===== src/hdl/phbc_defs.vh =====
// Register map, field positions, reset values and timing constants of the phase build-out block
`ifndef PHBC_DEFS_VH
`define PHBC_DEFS_VH

// ****************************************
// Register offsets
// ****************************************
`define PHBC_A_FEAT        8'h48
`define PHBC_A_TRIM_LO     8'h70
`define PHBC_A_TRIM_HI     8'h71
`define PHBC_A_BIAS        8'h72
`define PHBC_A_JMON        8'h76

// ****************************************
// Reset values and field positions
// ****************************************
`define PHBC_FEAT_RST      8'h04
`define PHBC_JMON_RST      8'h30
`define PHBC_TRIM_RST      8'h00
`define PHBC_BIAS_RST      8'h00
`define PHBC_B_EN          2
`define PHBC_B_FRZ         3
`define PHBC_B_AUTO_A      4
`define PHBC_B_AUTO_B      5
`define PHBC_THR_MSB       3

// ****************************************
// Sizes and phase figures, phase LSB is 1 ps
// ****************************************
`define PHBC_NREF          14
`define PHBC_PW            28
`define PHBC_BW_MAX        5'h11
`define PHBC_TRIM_STEP_PS  28'h0000006
`define PHBC_BIAS_STEP_PS  28'h0000065
`define PHBC_BIAS_MAX      8'h0d
`define PHBC_START_PS      28'h0026160
`define PHBC_THR_BASE_PS   28'h00f4240
`define PHBC_THR_STEP_PS   28'h003d090
`define PHBC_THR_CODE_MAX  4'ha
`define PHBC_RESID_PS      28'h0001388
`define PHBC_SLEW_STEP_PS  28'h0000006

// ****************************************
// Timing
// ****************************************
`define PHBC_CLK_KHZ       25000
`define PHBC_WIN_MS        100
`define PHBC_BAD_US        500
`define PHBC_REPEAT_US     10000
`define PHBC_RESTORE_US    2000
`define PHBC_SETTLE_CYC    5'h10
`define PHBC_RETRY_MAX     2'h3
`define PHBC_SLEW_TOP      18'h20000

`endif


===== src/hdl/phbc_ref_qual.v =====
// Per-reference quality qualifier: marks an input unserviceable and restores it
`timescale 1ns/10ps
`include "phbc_defs.vh"

module phbc_ref_qual #(
    parameter [19:0] BAD_CYC     = 20'd12500,
    parameter [19:0] REPEAT_CYC  = 20'd250000,
    parameter [19:0] RESTORE_CYC = 20'd50000
) (
    input  wire core_clk_i,
    input  wire reset_n_i,
    input  wire loss_i,
    input  wire freq_bad_i,
    input  wire short_int_i,
    input  wire kill_i,
    output reg  fail_o
);

    reg  [19:0] hold_cnt_q;
    reg  [19:0] rep_cnt_q;
    reg         strike_q;
    wire        bad;

    assign bad = loss_i | freq_bad_i;

    always @(posedge core_clk_i) begin
        if (!reset_n_i) begin
            hold_cnt_q <= 20'h00000;
            rep_cnt_q  <= 20'h00000;
            strike_q   <= 1'b0;
            fail_o     <= 1'b0;
        end else begin
            // Counts how long the quality disagrees with the current verdict
            if (bad == fail_o)
                hold_cnt_q <= 20'h00000;
            else
                hold_cnt_q <= hold_cnt_q + 20'h00001;
            if (short_int_i) begin
                strike_q  <= 1'b1;
                rep_cnt_q <= 20'h00000;
            end else if (strike_q) begin
                rep_cnt_q <= rep_cnt_q + 20'h00001;
                if (rep_cnt_q == REPEAT_CYC - 20'h00001)
                    strike_q <= 1'b0;
            end
            if (kill_i || (strike_q && short_int_i) ||
                (!fail_o && bad && hold_cnt_q == BAD_CYC - 20'h00001)) begin
                fail_o <= 1'b1;
            end else if (fail_o && !bad && hold_cnt_q == RESTORE_CYC - 20'h00001) begin
                fail_o <= 1'b0;
            end
        end
    end

endmodule


===== src/hdl/phbc_ctrl.v =====
// Phase build-out, phase trim and reference qualification for the main timing path
//
// Function
// - Bandwidth code chooses one of 18 settings, 0.5 mHz to 70 Hz.
// - Loss of selected reference switches to next priority and starts absorption.
// - Deviation above 156 ns from internal output copy starts 0.1 s window.
// - Jump above threshold inside window absorbs automatically when both auto bits set.
// - External mode only flags 1 to 3.5 us jumps; host decides absorption.
// - Absorption holds over, measures input phase, then adds compensating offset.
// - Residual output transient after absorption checked against 5 ns; up to 3 retries, then accepted.
// - Absorption enabled, disabled or frozen by host; enabled at reset.
// - Frozen keeps current offset and ignores every further absorption event.
// - Disabling while locked slews offset to zero at bandwidth rate.
// - Enabling absorption while locked triggers an absorption event.
// - Build-out bias in 0.101 ns steps, limited to 13 steps (1.313 ns) either way.
// - Output phase trim in 6 ps steps up to 196.6 ns either way.
// - Trim shifts feedback clock phase, moving at bandwidth rate.
// - Trim acts only when enable bit and auto bit are both zero.
// - Failed reference leaves priority table until its quality recovers.
// - Single short interruption tolerated; longer, repeated or lock loss reselects.
// - Input held outside hold-in range long enough is rejected.
`timescale 1ns/10ps
`include "phbc_defs.vh"

module phbc_ctrl #(
    parameter [21:0] WIN_CYC     = `PHBC_WIN_MS * `PHBC_CLK_KHZ,
    parameter [19:0] BAD_CYC     = `PHBC_BAD_US * `PHBC_CLK_KHZ / 1000,
    parameter [19:0] REPEAT_CYC  = `PHBC_REPEAT_US * `PHBC_CLK_KHZ / 1000,
    parameter [19:0] RESTORE_CYC = `PHBC_RESTORE_US * `PHBC_CLK_KHZ / 1000
) (
    input  wire                      core_clk_i,
    input  wire                      reset_n_i,
    input  wire [7:0]                addr_i,
    input  wire                      wr_i,
    input  wire                      rd_i,
    input  wire [7:0]                wdata_i,
    output reg  [7:0]                rdata_o,
    input  wire [4:0]                bw_sel_i,
    input  wire                      locked_i,
    input  wire                      lock_lost_i,
    input  wire [`PHBC_PW-1:0]       phase_in_i,
    input  wire [`PHBC_NREF-1:0]     ref_loss_i,
    input  wire [`PHBC_NREF-1:0]     ref_freq_bad_i,
    input  wire [`PHBC_NREF-1:0]     ref_short_int_i,
    input  wire                      absorb_req_i,
    input  wire                      jump_clr_i,
    output reg                       jump_flag_o,
    output reg                       holdover_o,
    output reg                       absorb_evt_o,
    output reg  [`PHBC_PW-1:0]       dpll_offset_o,
    output reg  [`PHBC_PW-1:0]       fb_shift_o,
    output reg  [4:0]                bw_code_o,
    output reg  [3:0]                sel_ref_o,
    output reg                       sel_valid_o,
    output wire [`PHBC_NREF-1:0]     ref_unserv_o
);

    localparam [1:0] S_IDLE  = 2'd0;
    localparam [1:0] S_HOLD  = 2'd1;
    localparam [1:0] S_MEAS  = 2'd2;
    localparam [1:0] S_CHECK = 2'd3;

    // ****************************************
    // Phase helpers
    // ****************************************
    function [`PHBC_PW-1:0] mag;
        input [`PHBC_PW-1:0] v;
        begin
            mag = v[`PHBC_PW-1] ? (~v + 28'h0000001) : v;
        end
    endfunction

    // Moves cur toward tgt by at most step
    function [`PHBC_PW-1:0] slew;
        input [`PHBC_PW-1:0] cur;
        input [`PHBC_PW-1:0] tgt;
        input [`PHBC_PW-1:0] step;
        reg   [`PHBC_PW-1:0] d;
        begin
            d = tgt - cur;
            if ($signed(d) > $signed(step))
                slew = cur + step;
            else if ($signed(d) < -$signed(step))
                slew = cur - step;
            else
                slew = tgt;
        end
    endfunction

    // ****************************************
    // Registers
    // ****************************************
    reg  [7:0]           feat_q;
    reg  [7:0]           jmon_q;
    reg  [15:0]          trim_q;
    reg  [7:0]           bias_q;
    reg                  en_prev_q;
    reg  [1:0]           state_q;
    reg  [4:0]           settle_q;
    reg  [1:0]           retry_q;
    reg  [21:0]          win_cnt_q;
    reg                  win_on_q;
    reg                  auto_evt_q;
    reg                  switch_evt_q;
    reg  [17:0]          tick_cnt_q;
    reg                  tick_q;

    wire                 en;
    wire                 frz;
    wire                 auto_mode;
    wire                 trim_on;
    wire [3:0]           thr_code;
    wire [`PHBC_PW-1:0]  thr_ps;
    wire [`PHBC_PW-1:0]  dev_abs;
    wire [`PHBC_PW-1:0]  resid_abs;
    wire [7:0]           bias_c;
    wire [`PHBC_PW-1:0]  bias_ps;
    wire [`PHBC_PW-1:0]  trim_ps;
    wire [`PHBC_PW-1:0]  fb_tgt;
    wire [17:0]          tick_top;
    wire                 host_evt;
    wire                 ena_rise;
    wire                 evt;
    wire [`PHBC_NREF-1:0] unserv;

    assign en        = feat_q[`PHBC_B_EN];
    assign frz       = en & feat_q[`PHBC_B_FRZ];
    assign auto_mode = jmon_q[`PHBC_B_AUTO_B] & jmon_q[`PHBC_B_AUTO_A];
    assign trim_on   = !feat_q[`PHBC_B_EN] && !jmon_q[`PHBC_B_AUTO_A];

    // Jump threshold 1 us plus 0.25 us per code, capped at 3.5 us
    assign thr_code = (jmon_q[`PHBC_THR_MSB:0] > `PHBC_THR_CODE_MAX) ?
                      `PHBC_THR_CODE_MAX : jmon_q[`PHBC_THR_MSB:0];
    assign thr_ps   = `PHBC_THR_BASE_PS + `PHBC_THR_STEP_PS * {24'h000000, thr_code};

    // Offset register is the internal copy of the previous input phase
    assign dev_abs   = mag(phase_in_i - dpll_offset_o);

    // Build-out bias clamped to +-13 steps of 101 ps
    assign bias_c  = ($signed(bias_q) > $signed(`PHBC_BIAS_MAX)) ? `PHBC_BIAS_MAX :
                     ($signed(bias_q) < -$signed(`PHBC_BIAS_MAX)) ? (-`PHBC_BIAS_MAX) :
                     bias_q;
    assign bias_ps = {{20{bias_c[7]}}, bias_c} * `PHBC_BIAS_STEP_PS;
    assign resid_abs = mag(phase_in_i + bias_ps - dpll_offset_o);

    assign trim_ps = {{12{trim_q[15]}}, trim_q} * `PHBC_TRIM_STEP_PS;
    assign fb_tgt  = trim_on ? trim_ps : 28'h0000000;

    // Slew tick period halves for each step of wider bandwidth
    assign tick_top = `PHBC_SLEW_TOP >> bw_code_o;

    assign host_evt = absorb_req_i && !auto_mode;
    assign ena_rise = en && !en_prev_q && locked_i;
    assign evt      = (switch_evt_q || auto_evt_q || host_evt || ena_rise) &&
                      en && !frz;

    // ****************************************
    // Register port
    // ****************************************
    always @(posedge core_clk_i) begin
        if (!reset_n_i) begin
            feat_q  <= `PHBC_FEAT_RST;
            jmon_q  <= `PHBC_JMON_RST;
            trim_q  <= {`PHBC_TRIM_RST, `PHBC_TRIM_RST};
            bias_q  <= `PHBC_BIAS_RST;
            rdata_o <= 8'h00;
        end else begin
            if (wr_i) begin
                if (addr_i == `PHBC_A_FEAT)
                    feat_q <= wdata_i;
                else if (addr_i == `PHBC_A_TRIM_LO)
                    trim_q[7:0] <= wdata_i;
                else if (addr_i == `PHBC_A_TRIM_HI)
                    trim_q[15:8] <= wdata_i;
                else if (addr_i == `PHBC_A_BIAS)
                    bias_q <= wdata_i;
                else if (addr_i == `PHBC_A_JMON)
                    jmon_q <= wdata_i;
            end
            if (rd_i) begin
                if (addr_i == `PHBC_A_FEAT)
                    rdata_o <= feat_q;
                else if (addr_i == `PHBC_A_TRIM_LO)
                    rdata_o <= trim_q[7:0];
                else if (addr_i == `PHBC_A_TRIM_HI)
                    rdata_o <= trim_q[15:8];
                else if (addr_i == `PHBC_A_BIAS)
                    rdata_o <= bias_q;
                else if (addr_i == `PHBC_A_JMON)
                    rdata_o <= jmon_q;
                else
                    rdata_o <= 8'h00;
            end
        end
    end

    // ****************************************
    // Bandwidth and slew tick
    // ****************************************
    always @(posedge core_clk_i) begin
        if (!reset_n_i) begin
            bw_code_o  <= 5'h00;
            tick_cnt_q <= 18'h00000;
            tick_q     <= 1'b0;
        end else begin
            bw_code_o <= (bw_sel_i > `PHBC_BW_MAX) ? `PHBC_BW_MAX : bw_sel_i;
            if (tick_cnt_q >= tick_top - 18'h00001) begin
                tick_cnt_q <= 18'h00000;
                tick_q     <= 1'b1;
            end else begin
                tick_cnt_q <= tick_cnt_q + 18'h00001;
                tick_q     <= 1'b0;
            end
        end
    end

    // ****************************************
    // Jump monitor window
    // ****************************************
    always @(posedge core_clk_i) begin
        if (!reset_n_i) begin
            win_on_q    <= 1'b0;
            win_cnt_q   <= 22'h000000;
            auto_evt_q  <= 1'b0;
            jump_flag_o <= 1'b0;
        end else begin
            auto_evt_q <= 1'b0;
            if (!win_on_q) begin
                if (state_q == S_IDLE && dev_abs > `PHBC_START_PS) begin
                    win_on_q  <= 1'b1;
                    win_cnt_q <= 22'h000000;
                end
            end else if (dev_abs > thr_ps) begin
                win_on_q <= 1'b0;
                if (auto_mode)
                    auto_evt_q <= 1'b1;
            end else if (win_cnt_q == WIN_CYC - 22'h000001) begin
                win_on_q <= 1'b0;
            end else begin
                win_cnt_q <= win_cnt_q + 22'h000001;
            end
            // Set beats clear in the same cycle
            if (win_on_q && dev_abs > thr_ps && !auto_mode)
                jump_flag_o <= 1'b1;
            else if (jump_clr_i)
                jump_flag_o <= 1'b0;
        end
    end

    // ****************************************
    // Reference selection
    // ****************************************
    reg  [3:0] best;
    reg        found;
    integer    i;

    always @* begin
        best  = 4'h0;
        found = 1'b0;
        for (i = `PHBC_NREF - 1; i >= 0; i = i - 1) begin
            if (!unserv[i]) begin
                best  = i[3:0];
                found = 1'b1;
            end
        end
    end

    always @(posedge core_clk_i) begin
        if (!reset_n_i) begin
            sel_ref_o    <= 4'h0;
            sel_valid_o  <= 1'b0;
            switch_evt_q <= 1'b0;
        end else begin
            switch_evt_q <= 1'b0;
            if (!sel_valid_o || unserv[sel_ref_o]) begin
                if (found) begin
                    sel_ref_o    <= best;
                    sel_valid_o  <= 1'b1;
                    switch_evt_q <= sel_valid_o;
                end else begin
                    sel_valid_o <= 1'b0;
                end
            end
        end
    end

    genvar g;
    generate
        for (g = 0; g < `PHBC_NREF; g = g + 1) begin : g_qual
            phbc_ref_qual #(
                .BAD_CYC     (BAD_CYC),
                .REPEAT_CYC  (REPEAT_CYC),
                .RESTORE_CYC (RESTORE_CYC)
            ) u_qual (
                .core_clk_i  (core_clk_i),
                .reset_n_i   (reset_n_i),
                .loss_i      (ref_loss_i[g]),
                .freq_bad_i  (ref_freq_bad_i[g]),
                .short_int_i (ref_short_int_i[g]),
                .kill_i      (lock_lost_i && sel_valid_o && sel_ref_o == g),
                .fail_o      (unserv[g])
            );
        end
    endgenerate

    assign ref_unserv_o = unserv;

    // ****************************************
    // Absorption sequence and output phase
    // ****************************************
    always @(posedge core_clk_i) begin
        if (!reset_n_i) begin
            state_q       <= S_IDLE;
            settle_q      <= 5'h00;
            retry_q       <= 2'h0;
            holdover_o    <= 1'b0;
            absorb_evt_o  <= 1'b0;
            dpll_offset_o <= 28'h0000000;
            fb_shift_o    <= 28'h0000000;
            en_prev_q     <= 1'b1;
        end else begin
            en_prev_q    <= en;
            absorb_evt_o <= 1'b0;
            if (tick_q)
                fb_shift_o <= slew(fb_shift_o, fb_tgt, `PHBC_SLEW_STEP_PS);
            case (state_q)
                S_IDLE: begin
                    if (evt) begin
                        state_q      <= S_HOLD;
                        holdover_o   <= 1'b1;
                        absorb_evt_o <= 1'b1;
                        settle_q     <= 5'h00;
                        retry_q      <= 2'h0;
                    end else if (!en && locked_i && tick_q) begin
                        dpll_offset_o <= slew(dpll_offset_o, 28'h0000000,
                                              `PHBC_SLEW_STEP_PS);
                    end
                end
                S_HOLD: begin
                    if (settle_q == `PHBC_SETTLE_CYC - 5'h01)
                        state_q <= S_MEAS;
                    else
                        settle_q <= settle_q + 5'h01;
                end
                S_MEAS: begin
                    dpll_offset_o <= phase_in_i + bias_ps;
                    state_q       <= S_CHECK;
                end
                default: begin
                    if (resid_abs <= `PHBC_RESID_PS || retry_q == `PHBC_RETRY_MAX) begin
                        state_q    <= S_IDLE;
                        holdover_o <= 1'b0;
                    end else begin
                        retry_q  <= retry_q + 2'h1;
                        settle_q <= 5'h00;
                        state_q  <= S_HOLD;
                    end
                end
            endcase
        end
    end

endmodule


===== config.mk =====
export PLATFORM = sky130hd
export DESIGN_NAME = phbc_ctrl
export DESIGN_NICKNAME = d
export VERILOG_FILES = /design/src/hdl/phbc_ref_qual.v /design/src/hdl/phbc_ctrl.v
export VERILOG_INCLUDE_DIRS = /design/src /design/src/hdl
export SDC_FILE = /design/constraint.sdc
export NUM_CORES = 2
export LEC_CHECK = 0
export BUFFER_PORTS_ARGS = -buffer_cell sky130_fd_sc_hd__buf_4
export CAP_MARGIN = 40
export CELL_PAD_IN_SITES_DETAIL_PLACEMENT = 1
export CELL_PAD_IN_SITES_GLOBAL_PLACEMENT = 2
export CORE_MARGIN = 1
export CORE_UTILIZATION = 38
export CTS_CLUSTER_DIAMETER = 120
export CTS_CLUSTER_SIZE = 14
export DETAILED_ROUTE_END_ITERATION = 6
export PLACE_DENSITY_LB_ADDON = 0.12
export SETUP_SLACK_MARGIN = 0.3
export SYNTH_ARGS = -nofsm -noshare
export SYNTH_HDL_FRONTEND = slang
export SYNTH_SLANG_ARGS = --single-unit

===== constraint.sdc =====
create_clock -name core_clk_i -period 12.4 [get_ports core_clk_i]
set_input_delay 1.24 -clock core_clk_i [delete_from_list [all_inputs] [get_ports core_clk_i]]
set_output_delay 1.24 -clock core_clk_i [all_outputs]
set_load 0.01 [all_outputs]

Word-level counts from Yosys, hierarchy flattened
Index checks and enable logic that the tools add are counted.
- add/subtract/negate cells: 45
- $mul: 3
- magnitude comparators: 13
- equality and inequality tests: 88
- shifts and indexed selects: 1
- multiplexer cells: 147
- bitwise logic cells: 25
- reduce and logical (&&, ||, !) cells: 229
- operators by type and width (kind ; count):
    $add A20 B1 Y20 const B ; 28
    $eq A20 B14 Y1 const B ; 14
    $eq A20 B16 Y1 const B ; 14
    $eq A20 B18 Y1 const B ; 14
    $mux W28 ; 9
    $mux W1 ; 98
    $logic_and A1 B1 Y1 ; 96
    $mux W22 ; 4
    $sub A28 B28 Y28 ; 3
    $reduce_or A2 Y1 ; 31
    $mux W4 ; 15
    $add A28 B1 Y28 const B ; 2
    $add A28 B3 Y28 const B ; 2
    $gt A28 B4 Y1 const B ; 2
    $lt A28 B4 Y1 const B ; 2
    $mux W8 ; 7
    $not A28 Y28 ; 2
    $pmux W28 S2 ; 1
    $sub A28 B3 Y28 const B ; 2
    $eq A8 B7 Y1 const B ; 5
    $reduce_bool A2 Y1 ; 18
    $logic_not A1 Y1 ; 34
    $logic_or A1 B1 Y1 ; 33
    $add A28 B28 Y28 ; 1
    other kinds (49) ; 114
- register bits: 759

Logic depth before layout (Yosys ltp)
- depth after elaboration: 15
- mapped depth: 47
- depth with buffers taken out: 44

Cells and area by module
Synthesis repeated with hierarchy kept, for this count alone.
- cells, all modules: 6395
- area, all modules: 50636.1 um2
- by module, submodules not included (module ; times used ; cells an instance ; area an instance (um2) ; sequential area each (um2)):
    phbc_ref_qual at g_qual[0].u_qual ... ; 13 ; 232 ; 2001.9 ; 840.8
    phbc_ctrl ; 1 ; 3145 ; 22604.2 ; 3403.3
    phbc_ref_qual at g_qual[9].u_qual ; 1 ; 234 ; 2006.9 ; 840.8

Worst setup path after synthesis
Ideal clock, no wire load.
- path kind: reg-to-reg
- from: register bias_q[6]
- to: register settle_q[4]
- library setup time: 0.115 ns
- arrival: 10.089 ns
- data required time: 12.285 ns
- slack: 2.196 ns
- cell stages (with the launch flop): 43
- buffers on the path: 2
- period minus slack after synthesis: 10.204 ns
- path through: dfxtp_1 > nand4_1 > a31o_2 > ha_1 > clkbuf_1 > o21ai_0 > ha_1 > inv_1 > fa_1 > fa_1 > inv_1 > ha_1 > ha_1 > o21ai_0 > nor2_1 > o21a_1 > o221a_2 > a211oi_1 > [... 7 more ...] > a21oi_1 > xnor2_1 > ha_1 > a21o_1 > a21o_1 > a21oi_1 > nand3_1 > o211a_1 > o211ai_1 > xnor3_1 > clkbuf_1 > nand2_1 > xnor2_1 > o31ai_1 > o31ai_4 > a22oi_1 > a21oi_1 > o21a_1
- word-level cells in the longest chain between the ends: 13
- elaborated cells on any way between the ends: 14
- those cells by class: add/sub (3); mul (1); order compare (3); eq/ne (1); mux (3); bitwise (1); reduce/logical (2)
- RTL lines (item ; RTL line ; source):
    start, declared ; phbc_ctrl.v:96 ; reg [7:0] bias_q;
    start signal, assigned ; phbc_ctrl.v:165 ; bias_q <= `PHBC_BIAS_RST;
    start signal, assigned ; phbc_ctrl.v:176 ; bias_q <= wdata_i;
    $lt A8 B5 Y1 ; phbc_ctrl.v:141 ; ($signed(bias_q) < -$signed(`PHBC_BIAS_MAX)) ? (-`PHBC_BIAS_MAX) :
    $mux W8 ; phbc_ctrl.v:141 ;
    $mux W8 (*) ; phbc_ctrl.v:140 ; assign bias_c = ($signed(bias_q) > $signed(`PHBC_BIAS_MAX)) ? `PHBC_BIAS_MAX :
    $mul A8 B8 Y16 (no line) (*) ; -- ;
    $add A28 B28 Y28 (*) ; phbc_ctrl.v:144 ; assign resid_abs = mag(phase_in_i + bias_ps - dpll_offset_o);
    $sub A28 B28 Y28 (*) ; phbc_ctrl.v:144 ;
    $not A28 Y28 ; phbc_ctrl.v:69 ; mag = v[`PHBC_PW-1] ? (~v + 28'h0000001) : v;
    $add A28 B1 Y28 ; phbc_ctrl.v:69 ;
    $mux W28 (*) ; phbc_ctrl.v:69 ;
    $le A28 B13 Y1 (no line) (*) ; -- ;
    $logic_or A1 B1 Y1 (no line) (*) ; -- ;
    $ne A3 B2 Y1 (no line) (*) ; -- ;
    $reduce_and A4 Y1 (no line) (*) ; -- ;
    end signal, assigned ; phbc_ctrl.v:343 ; settle_q <= settle_q + 5'h01;
    end, declared ; phbc_ctrl.v:99 ; reg [4:0] settle_q;
Mark *: on every way between the ends. The rest lies on a longest branch, timed or not.
A chain may end at the register's enable or synchronous reset.

Worst setup path after layout
- from: register bias_q[5]
- to: register settle_q[0]
Same word-level chain as after synthesis.

==> impl_results.md <==
- Syn Inst Count: slightly above 6000
- GRT Overall Usage: between 20% and 30%
- Routability cong.: 0.912
- Die Height: 358 µm
- Chip Width: roughly 360 µm
- Crit. End Element: register
- Clock Skew: roughly 0.03 ns
- Mapped Nets: 6551
- Root buffer cell: clkbuf_16
- Slew margin rel.: ~39%
- CP arrival: ~12 ns
- Initial antenna violation count: 2
- Synthesis-to-layout area growth: 9.59%
- ANT cells: 0
- Critical hold path startpoint: g_qual[5].u_qual.hold_cnt_q[0]
- Crit path required time: around 13 ns
- CP Launch Point: bias_q[5]
- Max-Cap Viols: 0
- GRT overflow: 0
- DR vias: about 44000
- FP Rows: between 100 and 150
- First-pass GRT wire length: 241000 µm
- Seq/Total Area, Yosys: between 30% and 40%
- CTS Buf Count: 66
- Synth Flop Type: dfxtp_1
- Layout cell share with drive strength beyond 1: roughly 6.6%
- Final setup violation count: 0
- Clock Tree Buf Depth: 3
- Post-synth ARST share: 0%
- Final hold vios: 0
- IO buf count: 188
- EDFF count, synth: 0
- Min Tclk post-route: about 11 ns
- Fin nets: 6580
- Yosys cell types: about 110
- H-Tree Depth: 3
- RSZ-0062 raised after global routing: no
- DR DRC count: 0
- Leakage Power: 0.0198 µW
- Setup_tns: 0 ns
- Core area: roughly 0.13 mm²
- Peak VDD IR: between 0.2 and 0.25 mV
- Initial Util: a little under two fifths
- Dpl hpwl: about 110000 µm
- Worst-path fanout max: 16
- Clock Sinks: 758
- Mapped Area: about 0.048 mm²
- CTS tree: yes
- Yosys Warn Count: 0
- Worst r2r src: bias_q[5]
- Status: complete, no violations
- Final wirelength: between 100000 and 150000 µm
- Hold WC Path Type: register to register
- Worst path most repeated cell: a21oi_1
- IO Pins: 190
- CTS clk-pin slew, worst paths: 0.07 ns
- Crit path kind: register to register
- Die area: about 0.13 mm²
- Period utilisation layout: between 90% and 100%
- Slowest stage delay, CP: just over 0.6 ns
- CP Launch Type: register
- Worst path slowest cell: a2111oi_0
- Worst-margin pin slew: 0.914 ns
- Vias/cell: between 5 and 6
- Yosys reg bits: roughly 760
- Final Core Density: a little over two fifths
- Fmax: 89.1 MHz
- # fillers: approximately 15000
- Fin. max-slew vios: 0
- P per Cell Area: between 100 and 150 mW/mm²
- Vias in the first global route: between 40000 and 50000
- DRT Pass-1 Iters: 6
- Largest net degree at the start of global routing: 53
- Post-CTS Setup Inserts: 0
- Skew-Pair Late Insertion Delay: about 0.66 ns
- Antenna viol nets, final: 0
- Initial drt markers: around 2000
- Synth Area per Inst: slightly below 8 µm²
- WL per Instance: between 15 and 20 µm
-- Yosys cell counts (16+ instances only) --
cell type | n | share of area (%)
nor4_1 | 85 | 1.1
a31oi_1 | 36 | 0.47
nand4_1 | 200 | 2.6
nand4b_1 | 19 | 0.34
fa_1 | 16 | 0.66
nor3_1 | 156 | 1.6
o21ai_0 | 233 | 2.4
nand2b_1 | 64 | 0.83
a211oi_1 | 58 | 0.90
xor2_1 | 388 | 7.0
and2_1 | 34 | 0.44
nor4b_1 | 50 | 0.91
a21oi_1 | 346 | 3.6
o21bai_1 | 18 | 0.28
inv_1 | 257 | 2.0
a21o_1 | 79 | 1.2
a221oi_1 | 48 | 0.87
or2_2 | 37 | 0.48
o21a_1 | 44 | 0.68
nand3_1 | 289 | 3.0
clkbuf_1 | 236 | 1.8
nor2_1 | 887 | 6.9
nand2_1 | 518 | 4.0
o211ai_1 | 33 | 0.51
ha_1 | 292 | 7.6
and4_1 | 25 | 0.45
or3_1 | 101 | 1.3
and3_1 | 135 | 1.7
dfxtp_1 | 758 | 31
o31ai_1 | 18 | 0.28
mux2i_1 | 45 | 0.93
nor2b_1 | 29 | 0.38
xnor2_1 | 264 | 4.8
or4_1 | 20 | 0.31
-- layer usage --
layer / GRT usage (%) / share of wire [%] / up-vias / routed length [µm]
li1: - / - / 21700 / -
met2: 38.8 / 47 / 561 / 69700
met1: 30.4 / 47 / 21400 / 70500
met4: 6.05 / 2.5 / 0 / 3730
met5: 0 / 0 / - / 0
met3: 2.90 / 3.4 / 200 / 5120
-- cells by family after synthesis --
kind of cell,count (synthesis),share of synthesized area (%)
fa+ha+maj,308,8.23
xor+xnor,656,12.0
simple gates,2706,27.5
flops,758,31.4
other cells,1,0.00777
buf+inv,529,4.29
compound gates,1127,15.2
mux,59,1.35
-- where the power goes --
group          total [µW]  switching, µW  leakage [µW]  internal, µW
combinational        2480           1600        0.0128           876
clock                1990            992      0.000906           996
sequential           2560           80.1       0.00612          2480
-- placed cells by master, fill, tap and decap left out, types with 200 or more instances in the layout --
cell type | Yosys | layout
a21oi_1 | 346 | 346
buf_4 | 15 | 227
dfxtp_1 | 758 | 758
ha_1 | 292 | 291
inv_1 | 257 | 256
nand2_1 | 518 | 518
nand3_1 | 289 | 289
nand4_1 | 200 | 200
nor2_1 | 887 | 886
o21ai_0 | 233 | 230
xnor2_1 | 264 | 264
xor2_1 | 388 | 388
-- final timing paths --
kind / end / depth (start not counted) / slack (ns)
max: settle_q[0] / 44 / 1.18
min: g_qual[5].u_qual.hold_cnt_q[0] / 1 / 0.44
max reg2reg: settle_q[0] / 44 / 1.18
min reg2reg: g_qual[5].u_qual.hold_cnt_q[0] / 1 / 0.44
-- state kept, by name, indices dropped and copies added (netlist names), 2 cells and up --
| signal | flops |
|---|---|
| rdata_o | 8 |
| feat_q | 8 |
| g_qual.u_qual.fail_o | 14 |
| dpll_offset_o | 28 |
| bw_code_o | 5 |
| retry_q | 2 |
| bias_q | 8 |
| g_qual.u_qual.hold_cnt_q | 280 |
| jmon_q | 8 |
| win_cnt_q | 22 |
| g_qual.u_qual.rep_cnt_q | 280 |
| trim_q | 16 |
| g_qual.u_qual.strike_q | 14 |
| settle_q | 5 |
| state_q | 2 |
| tick_cnt_q | 18 |
| sel_ref_o | 4 |
| fb_shift_o | 27 |
-- per-stage QoR --
step	total power (µW)	area, µm²	hold slack, ns	std cells	setup WS [ns]
6_report	7030	52900	0.437	7834	1.18
4_1_cts	7100	52900	0.447	7834	1.12
5_1_grt	7400	52900	0.473	7834	0.304
2_1_floorplan	4270	48300	0.413	6144	2.20
3_3_place_gp	5020	51000	0.423	7749	1.47
3_5_place_dp	5060	51000	0.437	7755	1.19
-- what timing repair did --
action	CTS	global route
endpoints found under the hold margin	0	0
setup endpoints to repair	0	5
resized for setup	0	2
hold buffers	0	0
-- cell type report --
class                   count  area, µm²  share of cell area, %
clock buffers              69       1710                   3.22
flip-flops and latches    758      15200                   28.7
well taps                1650       2060                   3.90
clock inverters            10        163                  0.307
repair buffers            231       1760                   3.33
multi-input cells        4857      31100                   58.7
inverters                 259        977                   1.85
-- worst max-delay path: cells and delay by family (launching register included) --
family / cells / cell delay (ns)
buffers and inverters: 3 / 0.38
adders and majority gates: 8 / 3.11
xor gates and xnor gates: 3 / 0.75
and+or+nand+nor: 6 / 0.89
DFF: 1 / 0.47
AOI/OAI and AO/OA: 24 / 5.49
(Power assumes the default switching activity.)
